<file path="config.mk">
export PLATFORM = sky130hd
export DESIGN_NAME = bwh_bridge_window_regs
export DESIGN_NICKNAME = d
export VERILOG_FILES = /design/src/bwh_pkg.sv /design/src/bwh_bridge_window_regs.sv /design/src/bwh_byte_reg.sv /design/src/bwh_window_cmp.sv
export VERILOG_INCLUDE_DIRS = /design/src /design/src/src
export SDC_FILE = /design/constraint.sdc
export NUM_CORES = 1
export LEC_CHECK = 0
export BUFFER_PORTS_ARGS = -buffer_cell sky130_fd_sc_hd__buf_2
export CORE_ASPECT_RATIO = 1.25
export CORE_MARGIN = 10
export CORE_UTILIZATION = 51
export CTS_CLUSTER_SIZE = 8
export DETAILED_ROUTE_END_ITERATION = 10
export PLACE_DENSITY = 0.81
export REMOVE_ABC_BUFFERS = 1
export SYNTH_ARGS = -nofsm -noshare
export SYNTH_HDL_FRONTEND = slang
export SYNTH_SLANG_ARGS = --single-unit
</file>
<file path="constraint.sdc">
create_clock -name i_clk_sys -period 2.45 [get_ports i_clk_sys]
set_clock_uncertainty 0.2 [all_clocks]
set_input_delay 0.245 -clock i_clk_sys [delete_from_list [all_inputs] [get_ports i_clk_sys]]
set_output_delay 0.245 -clock i_clk_sys [all_outputs]
set_load 0.02 [all_outputs]
</file>
<file path="src/bwh_defines.svh">
`ifndef BWH_DEFINES_SVH
`define BWH_DEFINES_SVH

// Byte offsets of the registers in configuration space.
`define BWH_OFS_PREF_TOP_HIGH  8'h2c
`define BWH_OFS_IO_FLOOR_HIGH  8'h30
`define BWH_OFS_IO_TOP_HIGH    8'h32
`define BWH_OFS_CAP_HEAD       8'h34
`define BWH_OFS_IRQ_LINE       8'h3c
`define BWH_OFS_IRQ_PIN        8'h3d
`define BWH_OFS_BRIDGE_CTL     8'h3e

// Reset and fixed values.
`define BWH_RST_PREF_TOP_HIGH  32'h0000_0000
`define BWH_RST_IO_HIGH        16'h0000
`define BWH_VAL_CAP_HEAD       8'h50
`define BWH_RST_IRQ_LINE       8'hff
`define BWH_VAL_IRQ_PIN        8'h01
`define BWH_RST_BRIDGE_CTL     16'h0000

// Field layout of the bridge control word.
`define BWH_BCTL_OWN_MSB       6
`define BWH_BCTL_OWN_W         7
`define BWH_BCTL_ZERO_W        9

// Implied low bits of the assembled windows.
`define BWH_PREF_LOW_ONES      20'hf_ffff
`define BWH_PREF_LOW_ZERO      20'h0_0000
`define BWH_IO_LOW_ONES        12'hfff
`define BWH_IO_LOW_ZERO        12'h000

`endif

</file>
<file path="src/bwh_pkg.sv">
package bwh_pkg;

  typedef struct packed {
    logic        valid;
    logic        write;
    logic [7:0]  addr;
    logic [3:0]  be;
    logic [31:0] wdata;
  } bwh_cfg_req_t;

  typedef struct packed {
    logic        valid;
    logic        is_io;
    logic [63:0] addr;
  } bwh_fwd_req_t;

  typedef struct packed {
    logic [11:0] pref_base_lo;
    logic [11:0] pref_limit_lo;
    logic [31:0] pref_base_high;
    logic [3:0]  io_base_lo;
    logic [3:0]  io_limit_lo;
  } bwh_lower_win_t;

  typedef enum logic [1:0] {
    BWH_IDLE = 2'b00,
    BWH_RESP = 2'b01
  } bwh_state_t;

endpackage : bwh_pkg

</file>
<file path="src/bwh_bridge_window_regs.sv">
`timescale 1ns/100ps
`include "bwh_defines.svh"

// What this block does
// RULE1: Upper limit word at 2Ch holds window top bits 63:32, fully writable.
// RULE2: That upper limit word resets to all zeros.
// RULE3: I/O floor upper half at 30h holds base bits 31:16, writable.
// RULE4: I/O top upper half at 32h holds top bits 31:16, writable.
// RULE5: Both I/O upper halves reset to zero.
// RULE6: Capability pointer at 34h always reads 50h; writes do nothing.
// RULE7: Interrupt line byte at 3Ch is plain storage steering nothing.
// RULE8: Interrupt line byte resets to FFh, meaning unassigned.
// RULE9: Interrupt pin byte at 3Dh reads 01h, meaning INTA, read-only.
// RULE10: Port interrupts go upstream on the primary side, never remapped by device.
// RULE11: Bridge control word at 3Eh exists and resets to zero; here bits 6:0 read i_bctl_low, which this block does not reset.
// RULE12: Bridge control bits 15:12 read zero and ignore writes.
// RULE13: Bridge control discard timer bits 11:8 are hardwired zero.
// RULE14: Bridge control back-to-back enable bit 7 is hardwired zero.
// RULE15: Prefetch top is lower limit bits 31:20, ones below, upper word above.
// RULE16: Forward only when address lies inclusively between base and top.
module bwh_bridge_window_regs
  import bwh_pkg::*;
#(
  parameter int CFG_AW = 8
) (
  input  wire logic           i_clk_sys,
  input  wire logic           i_rst,
  input  wire bwh_cfg_req_t   i_cfg,
  output logic                o_cfg_ack,
  output logic                o_cfg_hit,
  output logic [31:0]         o_cfg_rdata,
  input  wire bwh_lower_win_t i_lower,
  input  wire logic [6:0]     i_bctl_low,
  input  wire bwh_fwd_req_t   i_fwd,
  output logic                o_fwd_done,
  output logic                o_fwd_hit,
  output logic [63:0]         o_pref_top,
  output logic [31:0]         o_io_base,
  output logic [31:0]         o_io_top,
  input  wire logic           i_intx_level,
  output logic                o_intx_up,
  output logic [7:0]          o_intx_pin
);

  //////////////////////////////////////////////////////////////////////////////
  // Elaboration checks.

  if (CFG_AW != 8) begin : g_bad_aw
    $error("bwh_bridge_window_regs: config address must be 8 bits");
  end

  // The readback packs neighbouring registers into one dword each, so the
  // offsets must keep sharing their dwords or the decode silently splits them.
  if ((`BWH_OFS_IO_TOP_HIGH >> 2) != (`BWH_OFS_IO_FLOOR_HIGH >> 2)) begin : g_bad_io_pair
    $error("bwh_bridge_window_regs: I/O upper halves must share one dword");
  end

  if (((`BWH_OFS_IRQ_PIN >> 2) != (`BWH_OFS_IRQ_LINE >> 2)) ||
      ((`BWH_OFS_BRIDGE_CTL >> 2) != (`BWH_OFS_IRQ_LINE >> 2))) begin : g_bad_irq_pair
    $error("bwh_bridge_window_regs: line, pin and bridge control must share one dword");
  end

  if ((`BWH_BCTL_OWN_W + `BWH_BCTL_ZERO_W != 16) ||
      (`BWH_BCTL_OWN_MSB + 1 != `BWH_BCTL_OWN_W)) begin : g_bad_bctl
    $error("bwh_bridge_window_regs: bridge control field split must cover 16 bits");
  end

  //////////////////////////////////////////////////////////////////////////////
  // Decode helpers.

  // True when the request falls in the dword that holds byte offset ofs.
  function automatic logic dw_match(input logic [7:0] addr, input logic [7:0] ofs);
    dw_match = (addr[7:2] == ofs[7:2]);
  endfunction : dw_match

  // Byte lane of a byte offset inside its dword.
  function automatic logic [1:0] lane_of(input logic [7:0] ofs);
    lane_of = ofs[1:0];
  endfunction : lane_of

  logic wr_req;
  logic rd_req;

  assign wr_req = i_cfg.valid && i_cfg.write;
  assign rd_req = i_cfg.valid && !i_cfg.write;

  logic sel_pref;
  logic sel_io;
  logic sel_cap;
  logic sel_irq;

  assign sel_pref = dw_match(i_cfg.addr, `BWH_OFS_PREF_TOP_HIGH);
  assign sel_io   = dw_match(i_cfg.addr, `BWH_OFS_IO_FLOOR_HIGH);
  assign sel_cap  = dw_match(i_cfg.addr, `BWH_OFS_CAP_HEAD);
  assign sel_irq  = dw_match(i_cfg.addr, `BWH_OFS_IRQ_LINE);

  //////////////////////////////////////////////////////////////////////////////
  // Writable storage.

  logic [31:0] pref_top_high;
  logic [15:0] io_floor_high;
  logic [15:0] io_top_high;
  logic [7:0]  irq_line;

  bwh_byte_reg #(
    .W   (32),
    .RST (`BWH_RST_PREF_TOP_HIGH)
  ) u_pref_top_high (
    .i_clk_sys (i_clk_sys),
    .i_rst     (i_rst),                              // RULE2
    .i_we      (wr_req && sel_pref),                 // RULE1
    .i_be      (i_cfg.be),
    .i_wdata   (i_cfg.wdata),
    .o_q       (pref_top_high)
  );

  bwh_byte_reg #(
    .W   (16),
    .RST (`BWH_RST_IO_HIGH)
  ) u_io_floor_high (
    .i_clk_sys (i_clk_sys),
    .i_rst     (i_rst),                              // RULE5
    .i_we      (wr_req && sel_io),                   // RULE3
    .i_be      (i_cfg.be[1:0]),
    .i_wdata   (i_cfg.wdata[15:0]),
    .o_q       (io_floor_high)
  );

  bwh_byte_reg #(
    .W   (16),
    .RST (`BWH_RST_IO_HIGH)
  ) u_io_top_high (
    .i_clk_sys (i_clk_sys),
    .i_rst     (i_rst),                              // RULE5
    .i_we      (wr_req && sel_io),                   // RULE4
    .i_be      (i_cfg.be[3:2]),
    .i_wdata   (i_cfg.wdata[31:16]),
    .o_q       (io_top_high)
  );

  // The line byte is only remembered for software; only the config readback below reads it.
  bwh_byte_reg #(
    .W   (8),
    .RST (`BWH_RST_IRQ_LINE)
  ) u_irq_line (
    .i_clk_sys (i_clk_sys),
    .i_rst     (i_rst),                              // RULE8
    .i_we      (wr_req && sel_irq),                  // RULE7
    .i_be      (i_cfg.be[lane_of(`BWH_OFS_IRQ_LINE)]),
    .i_wdata   (i_cfg.wdata[7:0]),
    .o_q       (irq_line)
  );

  //////////////////////////////////////////////////////////////////////////////
  // Bridge control readback.

  // Bits 6:0 live in the neighbouring control logic and are only shown here.
  // Everything from bit 7 up is constant zero, so writes there are dropped.
  logic [15:0] bridge_ctl;

  assign bridge_ctl = {{`BWH_BCTL_ZERO_W{1'b0}},     // RULE12 RULE13 RULE14
                       i_bctl_low};                  // RULE11

  //////////////////////////////////////////////////////////////////////////////
  // Read data, registered.

  logic [31:0] rdata_nxt;
  logic        hit_nxt;

  always_comb begin
    rdata_nxt = 32'h0000_0000;
    hit_nxt   = 1'b1;
    if (sel_pref) begin
      rdata_nxt = pref_top_high;
    end else if (sel_io) begin
      rdata_nxt = {io_top_high, io_floor_high};
    end else if (sel_cap) begin
      rdata_nxt = {24'h00_0000, `BWH_VAL_CAP_HEAD};  // RULE6
    end else if (sel_irq) begin
      rdata_nxt = {bridge_ctl, `BWH_VAL_IRQ_PIN, irq_line}; // RULE9
    end else begin
      hit_nxt   = 1'b0;
    end
  end

  bwh_state_t state_r;
  bwh_state_t state_nxt;

  // Every request is answered one cycle later; a new one may follow at once.
  always_comb begin
    case (state_r)
      BWH_IDLE: state_nxt = i_cfg.valid ? BWH_RESP : BWH_IDLE;
      BWH_RESP: state_nxt = i_cfg.valid ? BWH_RESP : BWH_IDLE;
      default:  state_nxt = BWH_IDLE;
    endcase
  end

  always_ff @(posedge i_clk_sys) begin
    if (i_rst) begin
      state_r <= BWH_IDLE;
    end else begin
      state_r <= state_nxt;
    end
  end

  logic [31:0] rdata_r;
  logic        hit_r;

  always_ff @(posedge i_clk_sys) begin
    if (i_rst) begin
      rdata_r <= 32'h0000_0000;
      hit_r   <= 1'b0;
    end else if (i_cfg.valid) begin
      rdata_r <= rd_req ? rdata_nxt : 32'h0000_0000;
      hit_r   <= hit_nxt;
    end
  end

  assign o_cfg_ack   = (state_r == BWH_RESP);
  assign o_cfg_rdata = rdata_r;
  assign o_cfg_hit   = hit_r;

  //////////////////////////////////////////////////////////////////////////////
  // Window assembly.

  logic [63:0] pref_base;
  logic [63:0] pref_top;
  logic [31:0] io_base;
  logic [31:0] io_top;

  assign pref_base = {i_lower.pref_base_high, i_lower.pref_base_lo, `BWH_PREF_LOW_ZERO};
  assign pref_top  = {pref_top_high, i_lower.pref_limit_lo, `BWH_PREF_LOW_ONES}; // RULE15
  assign io_base   = {io_floor_high, i_lower.io_base_lo, `BWH_IO_LOW_ZERO};
  assign io_top    = {io_top_high, i_lower.io_limit_lo, `BWH_IO_LOW_ONES};

  // Registered copies give the downstream decode a clean timing start; they lag the fields by one cycle.
  always_ff @(posedge i_clk_sys) begin
    if (i_rst) begin
      o_pref_top <= 64'h0000_0000_0000_0000;
    end else begin
      o_pref_top <= pref_top;
    end
  end

  always_ff @(posedge i_clk_sys) begin
    if (i_rst) begin
      o_io_base  <= 32'h0000_0000;
      o_io_top   <= 32'h0000_0000;
    end else begin
      o_io_base  <= io_base;
      o_io_top   <= io_top;
    end
  end

  //////////////////////////////////////////////////////////////////////////////
  // Forwarding decision.

  logic in_pref;
  logic in_io;

  bwh_window_cmp #(
    .AW (64)
  ) u_cmp_pref (
    .i_addr   (i_fwd.addr),
    .i_base   (pref_base),
    .i_top    (pref_top),
    .o_inside (in_pref)
  );

  // I/O space is 32 bits wide; upper address bits are ignored for I/O.
  bwh_window_cmp #(
    .AW (32)
  ) u_cmp_io (
    .i_addr   (i_fwd.addr[31:0]),
    .i_base   (io_base),
    .i_top    (io_top),
    .o_inside (in_io)
  );

  always_ff @(posedge i_clk_sys) begin
    if (i_rst) begin
      o_fwd_done <= 1'b0;
      o_fwd_hit  <= 1'b0;
    end else begin
      o_fwd_done <= i_fwd.valid;
      o_fwd_hit  <= i_fwd.valid && (i_fwd.is_io ? in_io : in_pref); // RULE16
    end
  end

  //////////////////////////////////////////////////////////////////////////////
  // Legacy interrupt pass-through.

  // The level belongs to this bridge's primary side and keeps the fixed pin
  // code; no swizzle by device number is applied on the way upstream.
  always_ff @(posedge i_clk_sys) begin
    if (i_rst) begin
      o_intx_up  <= 1'b0;
      o_intx_pin <= 8'h00;
    end else begin
      o_intx_up  <= i_intx_level;                    // RULE10
      o_intx_pin <= `BWH_VAL_IRQ_PIN;                // RULE10
    end
  end

endmodule : bwh_bridge_window_regs

</file>
<file path="src/bwh_byte_reg.sv">
`timescale 1ns/100ps
module bwh_byte_reg #(
  parameter int         W   = 8,
  parameter logic [W-1:0] RST = '0
) (
  input  wire logic           i_clk_sys,
  input  wire logic           i_rst,
  input  wire logic           i_we,
  input  wire logic [W/8-1:0] i_be,
  input  wire logic [W-1:0]   i_wdata,
  output logic      [W-1:0]   o_q
);

  if ((W % 8 != 0) || (W == 0)) begin : g_bad_w
    $error("bwh_byte_reg: width must be whole bytes");
  end

  // Each enabled byte lane is written on its own; others keep their value.
  always_ff @(posedge i_clk_sys) begin
    if (i_rst) begin
      o_q <= RST;
    end else if (i_we) begin
      for (int b = 0; b < W/8; b++) begin
        if (i_be[b]) begin
          o_q[b*8 +: 8] <= i_wdata[b*8 +: 8];
        end
      end
    end
  end

endmodule : bwh_byte_reg

</file>
<file path="src/bwh_window_cmp.sv">
`timescale 1ns/100ps
module bwh_window_cmp #(
  parameter int AW = 64
) (
  input  wire logic [AW-1:0] i_addr,
  input  wire logic [AW-1:0] i_base,
  input  wire logic [AW-1:0] i_top,
  output logic               o_inside
);

  if (AW < 1) begin : g_bad_aw
    $error("bwh_window_cmp: address width must be positive");
  end

  // Both ends are inclusive; a base above the top gives an empty window.
  assign o_inside = (i_addr >= i_base) && (i_addr <= i_top); // RULE16

endmodule : bwh_window_cmp

</file>
==> results of run 1 <==
[worst reg2reg max path: cells and delay by family (launching register included)]
kind | cells | cell delay (ns)
adder cells (fa/ha/maj) | 1 | 0.30
AO/OA/AOI/OAI | 2 | 0.29
buffers and inverters | 1 | 0.08
AND/OR/NAND/NOR | 4 | 0.98
flip-flops | 1 | 0.38
[final timing paths]
check | start | endpoint | slack [ns] | depth (start not counted)
setup / recovery | u_pref_top_high.o_q[30] | o_fwd_hit | 0.10 | 8
setup reg to reg | u_pref_top_high.o_q[30] | o_fwd_hit | 0.10 | 8
hold / removal | i_cfg[35] | u_pref_top_high.o_q[28] | 0.13 | 4
hold reg to reg | u_pref_top_high.o_q[0] | u_pref_top_high.o_q[0] | 0.26 | 2
[layout by cell type (no fill, tap or decap), types with 3 or more instances in the layout]
cell	n
and4_1	6
buf_2	336
a21o_1	23
a22o_1	16
buf_12	3
nand4_4	3
clkbuf_16	17
nor3_1	4
inv_1	145
o21ai_1	7
mux2i_1	62
nand4_2	3
buf_4	24
dlygate4sd3_1	61
nand4_1	24
conb_1	19
dfxtp_1	192
nor4_1	7
nor2b_1	28
inv_8	4
o211ai_1	14
a21oi_1	105
o21ai_0	9
clkinv_4	3
a211oi_1	16
ha_1	128
inv_6	3
a221o_1	4
nor2_1	183
nand2_1	52
nand3_1	26
[metrics by stage]
step | setup TNS (ns) | total power (uW)
after global routing | 0 | 7130
after floorplan | -82.88 | 3700
after detailed placement | 0 | 4180
after CTS | 0 | 6880
final | 0 | 6860
after global placement | 0 | 4150
[routing by layer]
layer  vias up  wire length [um]  part of all wire, %
met5         -                 0                    0
met4         0              1390                  4.0
met3        87              2590                  7.5
met2       507             17100                   49
met1      4503             13700                   39
li1       4686                 -                    -
[power breakdown]
| part | leakage, uW | internal (uW) | switching [uW] |
|---|---|---|---|
| registers | 0.00157 | 3180 | 12.3 |
| clock network | 0.000266 | 1340 | 1320 |
| logic | 0.00493 | 425 | 591 |
| total | 0.00676 | 4940 | 1920 |
[synthesized netlist by cell type (2+ instances only)]
cell type,number,area (um2)
ha_1,128,1600
nor2b_1,29,181
nor3_1,4,20.0
nand4_2,3,37.5
a21oi_1,105,526
a221o_1,4,40.0
and3_1,3,18.8
and4_1,6,52.6
nor2_1,183,687
buf_1,8,30.0
o21a_1,2,15.0
a211oi_1,16,120
buf_4,53,398
a21o_1,23,173
o22ai_1,2,12.5
nand3_1,26,130
nand2_1,52,195
nor4_1,7,43.8
a221oi_1,3,26.3
mux2i_1,62,621
dfxtp_1,194,3880
buf_2,11,55.1
nand4_1,24,150
o21ai_0,11,55.1
inv_1,145,544
clkbuf_1,23,86.3
a22o_1,16,140
o21ai_1,6,30.0
nand4_4,3,63.8
o211ai_1,14,105
[layout make-up]
| type | count | share of cell area, % |
|---|---|---|
| repair buffers | 425 | 19.3 |
| multi-input cells | 768 | 40.3 |
| clock buffers | 19 | 3.29 |
| inverters | 146 | 4.16 |
| diodes | 1 | 0.0190 |
| well taps | 265 | 2.52 |
| clock inverters | 13 | 0.893 |
| flip-flops and latches | 194 | 29.5 |
[flip-flops by register name (all words and copies together), names as in the netlist]
register and flops:
o_io_base 20, u_pref_top_high.o_q 32, o_pref_top 45, o_io_top 20
o_cfg_rdata 32, u_irq_line.o_q 8, o_cfg_hit 1, o_fwd_done 1
state_r 1, u_io_top_high.o_q 16, o_fwd_hit 1, o_intx_up 1
u_io_floor_high.o_q 16
[cells by family after synthesis]
kind of cell / count (synthesis)
buf+inv: 241
mux: 62
other cells: 1
simple gates: 348
compound gates: 211
fa+ha+maj: 128
flops: 194
[what timing repair did]
item,in CTS,in global routing
hold buffers,61,0
gates resized for setup,0,8
endpoints found under the setup margin,0,1
hold endpoints to repair,108,0
==> flow_metrics.tcl, run 1 <==
set metrics [dict create \
    core_um2 19600 \
    period_needed_ns 2.35 \
    wire_per_inst_um 19.0 \
    fin_area_um2 13200 \
    globalRoute.busiestLayer "met2" \
    antenna_found_initial 1 \
    syn-cell-area_um2 10200 \
    io_buffers 337 \
    dp.cells 1737 \
    grt_pass1_vias 10100 \
    numClockSinks 194 \
    nNetsFinal 1866 \
    fin_crit_sh_pct 95.7 \
    drc 0 \
    post-route-util_pct 67.2 \
    critPathLaunchType "flop" \
    placed_area_um2 12000 \
    syn_to_final_growth_pct 28.8 \
    use_met1_pct 28.6 \
    multi_input_area_um2 5310 \
    holdWs_ns 0.126 \
    critPathTopFamily "simple AND/OR/NAND/NOR gates" \
    gr-total-overflow 0 \
    grt_util_met3_pct 6.46 \
    detail-route-antenna-nets 0 \
    grt_usage_pct 25.5 \
    synth_edf_count 0 \
    place.gp.congestion 0.896 \
    slowest_stage "and4b_2" \
    grt_max_degree 76 \
    ys_types 49 \
    cts_buffer_depth 2 \
    die_y_um 178 \
    syn_avg_cell_area_um2 8.63 \
    criticalPathCategory "reg -> reg" \
    clockRootBuffer "clkbuf_16" \
    cp_num_buf_inv 1 \
    ys.flop_type "dfxtp_1" \
    power_leakage_uw 0.00676 \
    critPathArrivalTime_ns 2.47 \
    rsz0062_at_grt "no" \
    power_density_nw_per_um2 521 \
    synthAdderAreaFrac_pct 15.7 \
    critPathMaxFanout 3 \
    h-tree-depth 4 \
    synth-simple-area-share_pct 16.2 \
    use_met2_pct 45.0 \
    cts_tree "built" \
    synth_compound_area_share_pct 13.1 \
    end_kind "flop" \
    ys_seq_elements 194 \
    path_clk_slew_ns 0.07 \
    place_ws_ns 0.00675 \
    routed_wl_um 34800 \
    fmax_mhz 426 \
    drv_cap 0 \
    critical_path_required_ns 2.58 \
    grt_pass1_wl_um 53200 \
    io_pins 359 \
    final_cells 1831 \
    synthXorXnorAreaFrac_pct 0 \
    dieArea_um2 26100 \
    path_cells "inv_1 -> ha_1 -> nand4_1 -> and4b_2 -> nand3_1 -> nor2b_1 -> a21oi_1 -> a31o_1" \
    yosysSeqAreaShare_pct 38.0 \
    timing.final.max_slew_violations 0 \
    rows 57 \
    layout_setup_ws_ns 0.105 \
    synthMuxAreaShare_pct 6.07 \
    fp.dieW_um 147 \
    dp_hpwl_um 26900 \
    post_cts_buffers 0 \
    synthCells 1185 \
    initial_core_util_pct 52.1 \
    cts_buffers 17 \
    async_reset_ff_share_pct 0 \
    clock_latency_ns 0.44 \
    dr.pass1.iters 6 \
    yosys_warnings 0 \
    slew_headroom_pct 55.9 \
    drt-vias-per-instance 5.34 \
    max_stage_delay_ns 0.44 \
    drive_gt1_share_pct 26.5 \
    worstMarginPinSlew_ns 0.661 \
    synth_top_family_by_area "simple AND/OR/NAND/NOR gates" \
    hold_viol 0 \
    num-fill-cells 1552 \
    ir_drop_v 0.000426 \
    num_vias 9783 \
    drt_iter0_drc 670 \
    hold_class "in -> reg" \
    status "completed" \
    setup_violations 0 \
    regArea_um2 3890 \
]
No activity file was read; power rests on OpenSTA's default activity.
==> run 2, diff against run 1 <==
==> constraint.sdc (replaced) <==
create_clock -name i_clk_sys -period 2.45 [get_ports i_clk_sys]
set_clock_uncertainty 0.2 [all_clocks]
set_input_delay 0.1225 -clock i_clk_sys [delete_from_list [all_inputs] [get_ports i_clk_sys]]
set_output_delay 0.1225 -clock i_clk_sys [all_outputs]
set_load 0.02 [all_outputs]
==> run 2 against run 1 <==
Effect of this change: die area unchanged; highest routed layer unchanged; sequential share of layout area down 0.12 points; total power up 1.6%; global-route usage up 0.28 points; combinational power about the same.
==> flow_metrics.tcl, run 2 (same netlist as run 1, synthesis figures left out) <==
set metrics [dict create \
    cts_buffer_depth 2 \
    gr-total-overflow 0 \
    power_leakage_uw 0.00676 \
    numClockSinks 194 \
    post_cts_buffers 0 \
    grt_pass1_wl_um 53600 \
    drv_cap 0 \
    final_cell_mix "buf_2, dfxtp_1, nor2_1, inv_1, ha_1" \
    io_pins 359 \
    dp_hpwl_um 27300 \
    end_kind "flop" \
    criticalPathCategory "reg -> reg" \
    drive_gt1_share_pct 26.8 \
    routed_wl_um 35600 \
    p_total_uw 6970 \
    critPathArrivalTime_ns 2.50 \
    drc 0 \
    power_density_nw_per_um2 527 \
    fmax_mhz 422 \
    critPathMaxFanout 3 \
    status "completed" \
    slew_headroom_pct 55.8 \
    initial_core_util_pct 52.1 \
    dr.pass1.iters 5 \
    place.gp.congestion 0.931 \
    wire_per_inst_um 19.4 \
    grt_max_degree 57 \
    drt_iter0_drc 632 \
    fin_area_um2 13200 \
    grt_util_met3_pct 6.31 \
    use_met1_pct 28.8 \
    cp-startpoint "u_io_floor_high.o_q[1]" \
    cts_tree "built" \
    critPathLaunchType "flop" \
    worstMarginPinSlew_ns 0.662 \
    grt_pass1_vias 10000 \
    globalRoute.busiestLayer "met2" \
    hold_viol 0 \
    die_y_um 178 \
    core_um2 19600 \
    rsz0062_at_grt "no" \
    r2r-start "u_io_floor_high.o_q[1]" \
    place_ws_ns 0.0691 \
    timing.final.max_slew_violations 0 \
    nNetsFinal 1866 \
    cts_buffers 17 \
    fp.dieW_um 147 \
    post-route-util_pct 67.5 \
    drt-vias-per-instance 5.33 \
    antenna_found_initial 4 \
    clockRootBuffer "clkbuf_16" \
    syn_to_final_growth_pct 29.5 \
    layout_commonest_cell "buf_2" \
    h-tree-depth 4 \
    num_vias 9757 \
    ir_drop_v 0.000462 \
    path_clk_slew_ns 0.08 \
    placed_area_um2 12000 \
    detail-route-antenna-nets 0 \
    critical_path_required_ns 2.58 \
    r2r_end "o_fwd_hit" \
    r2r_cells 9 \
    r2r_slack_ns 0.08 \
    clock_latency_ns 0.45 \
    crit_end "o_fwd_hit" \
    io_buffers 337 \
    use_met2_pct 45.3 \
    top_register "o_pref_top" \
    hold_class "in -> reg" \
    layout_setup_ws_ns 0.0810 \
    finalSetupTns_ns 0 \
    largest_reg_flops 45 \
    fin_crit_sh_pct 96.7 \
    period_needed_ns 2.37 \
    setup_violations 0 \
    num-fill-cells 1506 \
    dieArea_um2 26100 \
    rows 57 \
    grt_usage_pct 25.8 \
]
==> run 2: changes by cell type in the layout (fill, tap and decap cells not counted), sizes merged <==
cell and delta:
buf -2, clkbuf +1, clkinv -2, diode +1
dlygate4sd3 +2, inv +1
==> run 2: layout make-up <==
class,count,area [um2],share of cell area (%)
repair buffers,425,2560,19.4
well taps,265,332,2.51
clock buffers,20,457,3.45
multi-input cells,768,5330,40.3
inverters,146,548,4.14
clock inverters,12,110,0.832
diodes,2,5.00,0.0378
flip-flops and latches,194,3890,29.4
==> run 2: what timing repair did <==
| item | in CTS | in global routing |
|---|---|---|
| resized for setup | 0 | 14 |
| hold buffers | 63 | 0 |
| endpoints found under the setup margin | 0 | 4 |
| hold endpoints to repair | 127 | 0 |
==> run 2: how the worst min path moves through the flow <==
stage	start	endpoint	depth (start not counted)
after detailed placement	i_intx_level	o_intx_up	2
after CTS	i_cfg[35]	u_pref_top_high.o_q[27]	4
after floorplan	i_rst	o_io_base[13]	1
final	i_cfg[39]	u_pref_top_high.o_q[4]	5
after global placement	i_intx_level	o_intx_up	2
after global routing	i_cfg[34]	u_pref_top_high.o_q[22]	4
==> run 2: worst max-delay path, stage by stage, from the launching register on <==
cell and delay (ns):
dfxtp_2 0.34, inv_1 0.07, ha_1 0.31, a21oi_2 0.14, nor2b_1 0.05, o21ai_0 0.15
a21oi_1 0.09, o41a_1 0.47, o2111a_1 0.27, a31o_1 0.18
==> run 2: through the flow <==
stage | hold slack (ns) | cells
6_report | 0.0136 | 1832
5_1_grt | 0.0253 | 1831
4_1_cts | 0.000547 | 1830
3_5_place_dp | 0.142 | 1735
3_3_place_gp | 0.149 | 1735
2_1_floorplan | -0.0108 | 1108
==> run 2: metal layers <==
metal  routed length (um)  share of wire, %  up-vias
met5                    0                 0        -
met4                 1530               4.3        0
met3                 2480               7.0       85
met2                17500                49      445
met1                14000                39     4538
li1                     -                 -     4689
==> run 2: report_power, final <==
group	leakage, uW	switching, uW	internal (uW)
clock	0.000274	1360	1400
combinational	0.00491	599	429
sequential	0.00157	13.0	3180
total	0.00676	1970	5000
==> run 3, diff against run 2 <==
--- a/config.mk
+++ b/config.mk
@@ -9,10 +9,10 @@
 export BUFFER_PORTS_ARGS = -buffer_cell sky130_fd_sc_hd__buf_2
 export CORE_ASPECT_RATIO = 1.25
 export CORE_MARGIN = 10
-export CORE_UTILIZATION = 51
+export CORE_UTILIZATION = 46
 export CTS_CLUSTER_SIZE = 8
 export DETAILED_ROUTE_END_ITERATION = 10
-export PLACE_DENSITY = 0.81
+export PLACE_DENSITY = 0.75
 export REMOVE_ABC_BUFFERS = 1
 export SYNTH_ARGS = -nofsm -noshare
 export SYNTH_HDL_FRONTEND = slang
==> run 3 against run 2 <==
Effect of this change: hold slack worse by 0.011 ns; combinational power about the same; register-to-register slack better by 0.03 ns; fmax up 0.49%; utilization down 6.2 points; critical endpoint unchanged; via count down 1.1%; routed wire length down 0.37%; setup slack better by 0.012 ns; sequential power about the same; global-route usage down 2.4 points; non-clock buffer count up 4; largest cell class unchanged; first-iteration DRC count up 11%.
==> flow_metrics.tcl, run 3 (same netlist as run 1, synthesis figures left out) <==
set metrics [dict create \
    status "completed" \
    place_ws_ns 0.0341 \
    period_needed_ns 2.36 \
    die_y_um 187 \
    io_buffers 337 \
    largest_reg_flops 45 \
    critical_path_required_ns 2.58 \
    p_total_uw 7040 \
    rsz0062_at_grt "no" \
    criticalPathCategory "in -> reg" \
    dr.pass1.iters 5 \
    cts_buffer_depth 2 \
    final_cell_mix "buf_2, dfxtp_1, nor2_1, inv_1, ha_1" \
    r2r_cells 9 \
    regArea_um2 3890 \
    hold_class "in -> reg" \
    ir_drop_v 0.000466 \
    power_leakage_uw 0.00677 \
    crit_end "o_fwd_hit" \
    io_pins 359 \
    drt_iter0_drc 701 \
    num-fill-cells 1869 \
    initial_core_util_pct 47.1 \
    routed_wl_um 35400 \
    fin_crit_sh_pct 96.2 \
    cts_buffers 17 \
    clockRootBuffer "clkbuf_16" \
    r2r_end "o_fwd_hit" \
    slew_headroom_pct 56.2 \
    dieArea_um2 28600 \
    fp.dieW_um 153 \
    nNetsFinal 1870 \
    critPathArrivalTime_ns 2.48 \
    drc 0 \
    r2r-start "u_io_floor_high.o_q[2]" \
    placed_area_um2 12000 \
    multi_input_area_um2 5320 \
    drv_cap 0 \
    grt_max_degree 61 \
    hold_viol 0 \
    core_um2 21700 \
    fin_area_um2 13300 \
    final_cells 1848 \
    clock_latency_ns 0.45 \
    power_density_nw_per_um2 530 \
    worstMarginPinSlew_ns 0.656 \
    layout_setup_ws_ns 0.0925 \
    critPathLaunchType "input pin" \
    end_kind "flop" \
    drt-vias-per-instance 5.22 \
    drive_gt1_share_pct 26.9 \
    layout_commonest_cell "buf_2" \
    grt_usage_pct 23.4 \
    antenna_found_initial 0 \
    fmax_mhz 424 \
    detail-route-antenna-nets 0 \
    setup_violations 0 \
    diodes 0 \
    path_clk_slew_ns 0.08 \
    rows 60 \
    timing.final.max_slew_violations 0 \
    top_register "o_pref_top" \
    cts_tree "built" \
    place.gp.congestion 0.912 \
    wire_per_inst_um 19.2 \
    gr-total-overflow 0 \
    grt_pass1_wl_um 54000 \
    cp-startpoint "i_lower[5]" \
    syn_to_final_growth_pct 30.1 \
    num_vias 9654 \
    dp_hpwl_um 27900 \
    critPathMaxFanout 2 \
    grt_pass1_vias 10100 \
    dp.cells 1748 \
    h-tree-depth 4 \
    r2r_slack_ns 0.11 \
    numClockSinks 194 \
]
## run 3: report_power, final
group          internal (uW)  switching, uW  total [uW]  leakage, uW
Sequential              3180           11.4        3190      0.00157
Combinational            426            594        1020      0.00491
Clock                   1400           1430        2830     0.000291
## run 3: timing repair
action	4_1_cts	5_1_grt
pin swaps	1	5
hold buffers	67	0
buffers inserted	0	1
gates resized for setup	2	15
setup endpoints to repair	1	1
hold endpoints to repair	130	0
## run 3: area by class of cell
cell class | count | area share (%)
multi-input cells | 768 | 40.0
inverters | 146 | 4.12
well taps | 279 | 2.63
clock inverters | 14 | 1.19
repair buffers | 429 | 19.5
flip-flops and latches | 194 | 29.3
clock buffers | 18 | 3.30
## run 3: worst max-delay path, cell delays in order
cell and delay (ns):
dlygate4sd3_1 0.52, buf_2 0.11, inv_1 0.10, ha_1 0.25, nor2b_2 0.15, a311oi_1 0.29
nor4_1 0.10, o41a_1 0.38, o2111a_1 0.27, a31o_1 0.18
## run 3: stage by stage
stage                     hold WS, ns  TNS, ns  utilization (%)
after floorplan               -0.0108   -78.84                -
after global placement          0.144        0             55.2
after detailed placement        0.145        0             55.2
after CTS                     0.00235        0             61.1
after global routing           0.0578        0             61.3
final                         0.00234        0             61.3
## run 3: metal layers
metal | routed length [um] | up-vias | part of all wire, % | global-route usage, %
met5 | 0 | - | 0 | 0
met4 | 1090 | 0 | 3.1 | 9.17
met3 | 2320 | 68 | 6.5 | 5.40
met2 | 17500 | 408 | 49 | 40.8
met1 | 14500 | 4481 | 41 | 27.0
li1 | - | 4697 | - | -
## run 3: worst min-delay path by stage
| stage | from | end | slack [ns] | cells past startpoint |
|---|---|---|---|---|
| CTS | i_cfg[42] | o_cfg_hit | 0.002 | 6 |
| global placement | i_intx_level | o_intx_up | 0.14 | 2 |
| detailed placement | i_intx_level | o_intx_up | 0.14 | 2 |
| finish | i_cfg[42] | o_cfg_hit | 0.002 | 6 |
| floorplan | i_rst | o_io_base[13] | -0.01 | 1 |
| global route | i_cfg[32] | u_pref_top_high.o_q[1] | 0.06 | 4 |
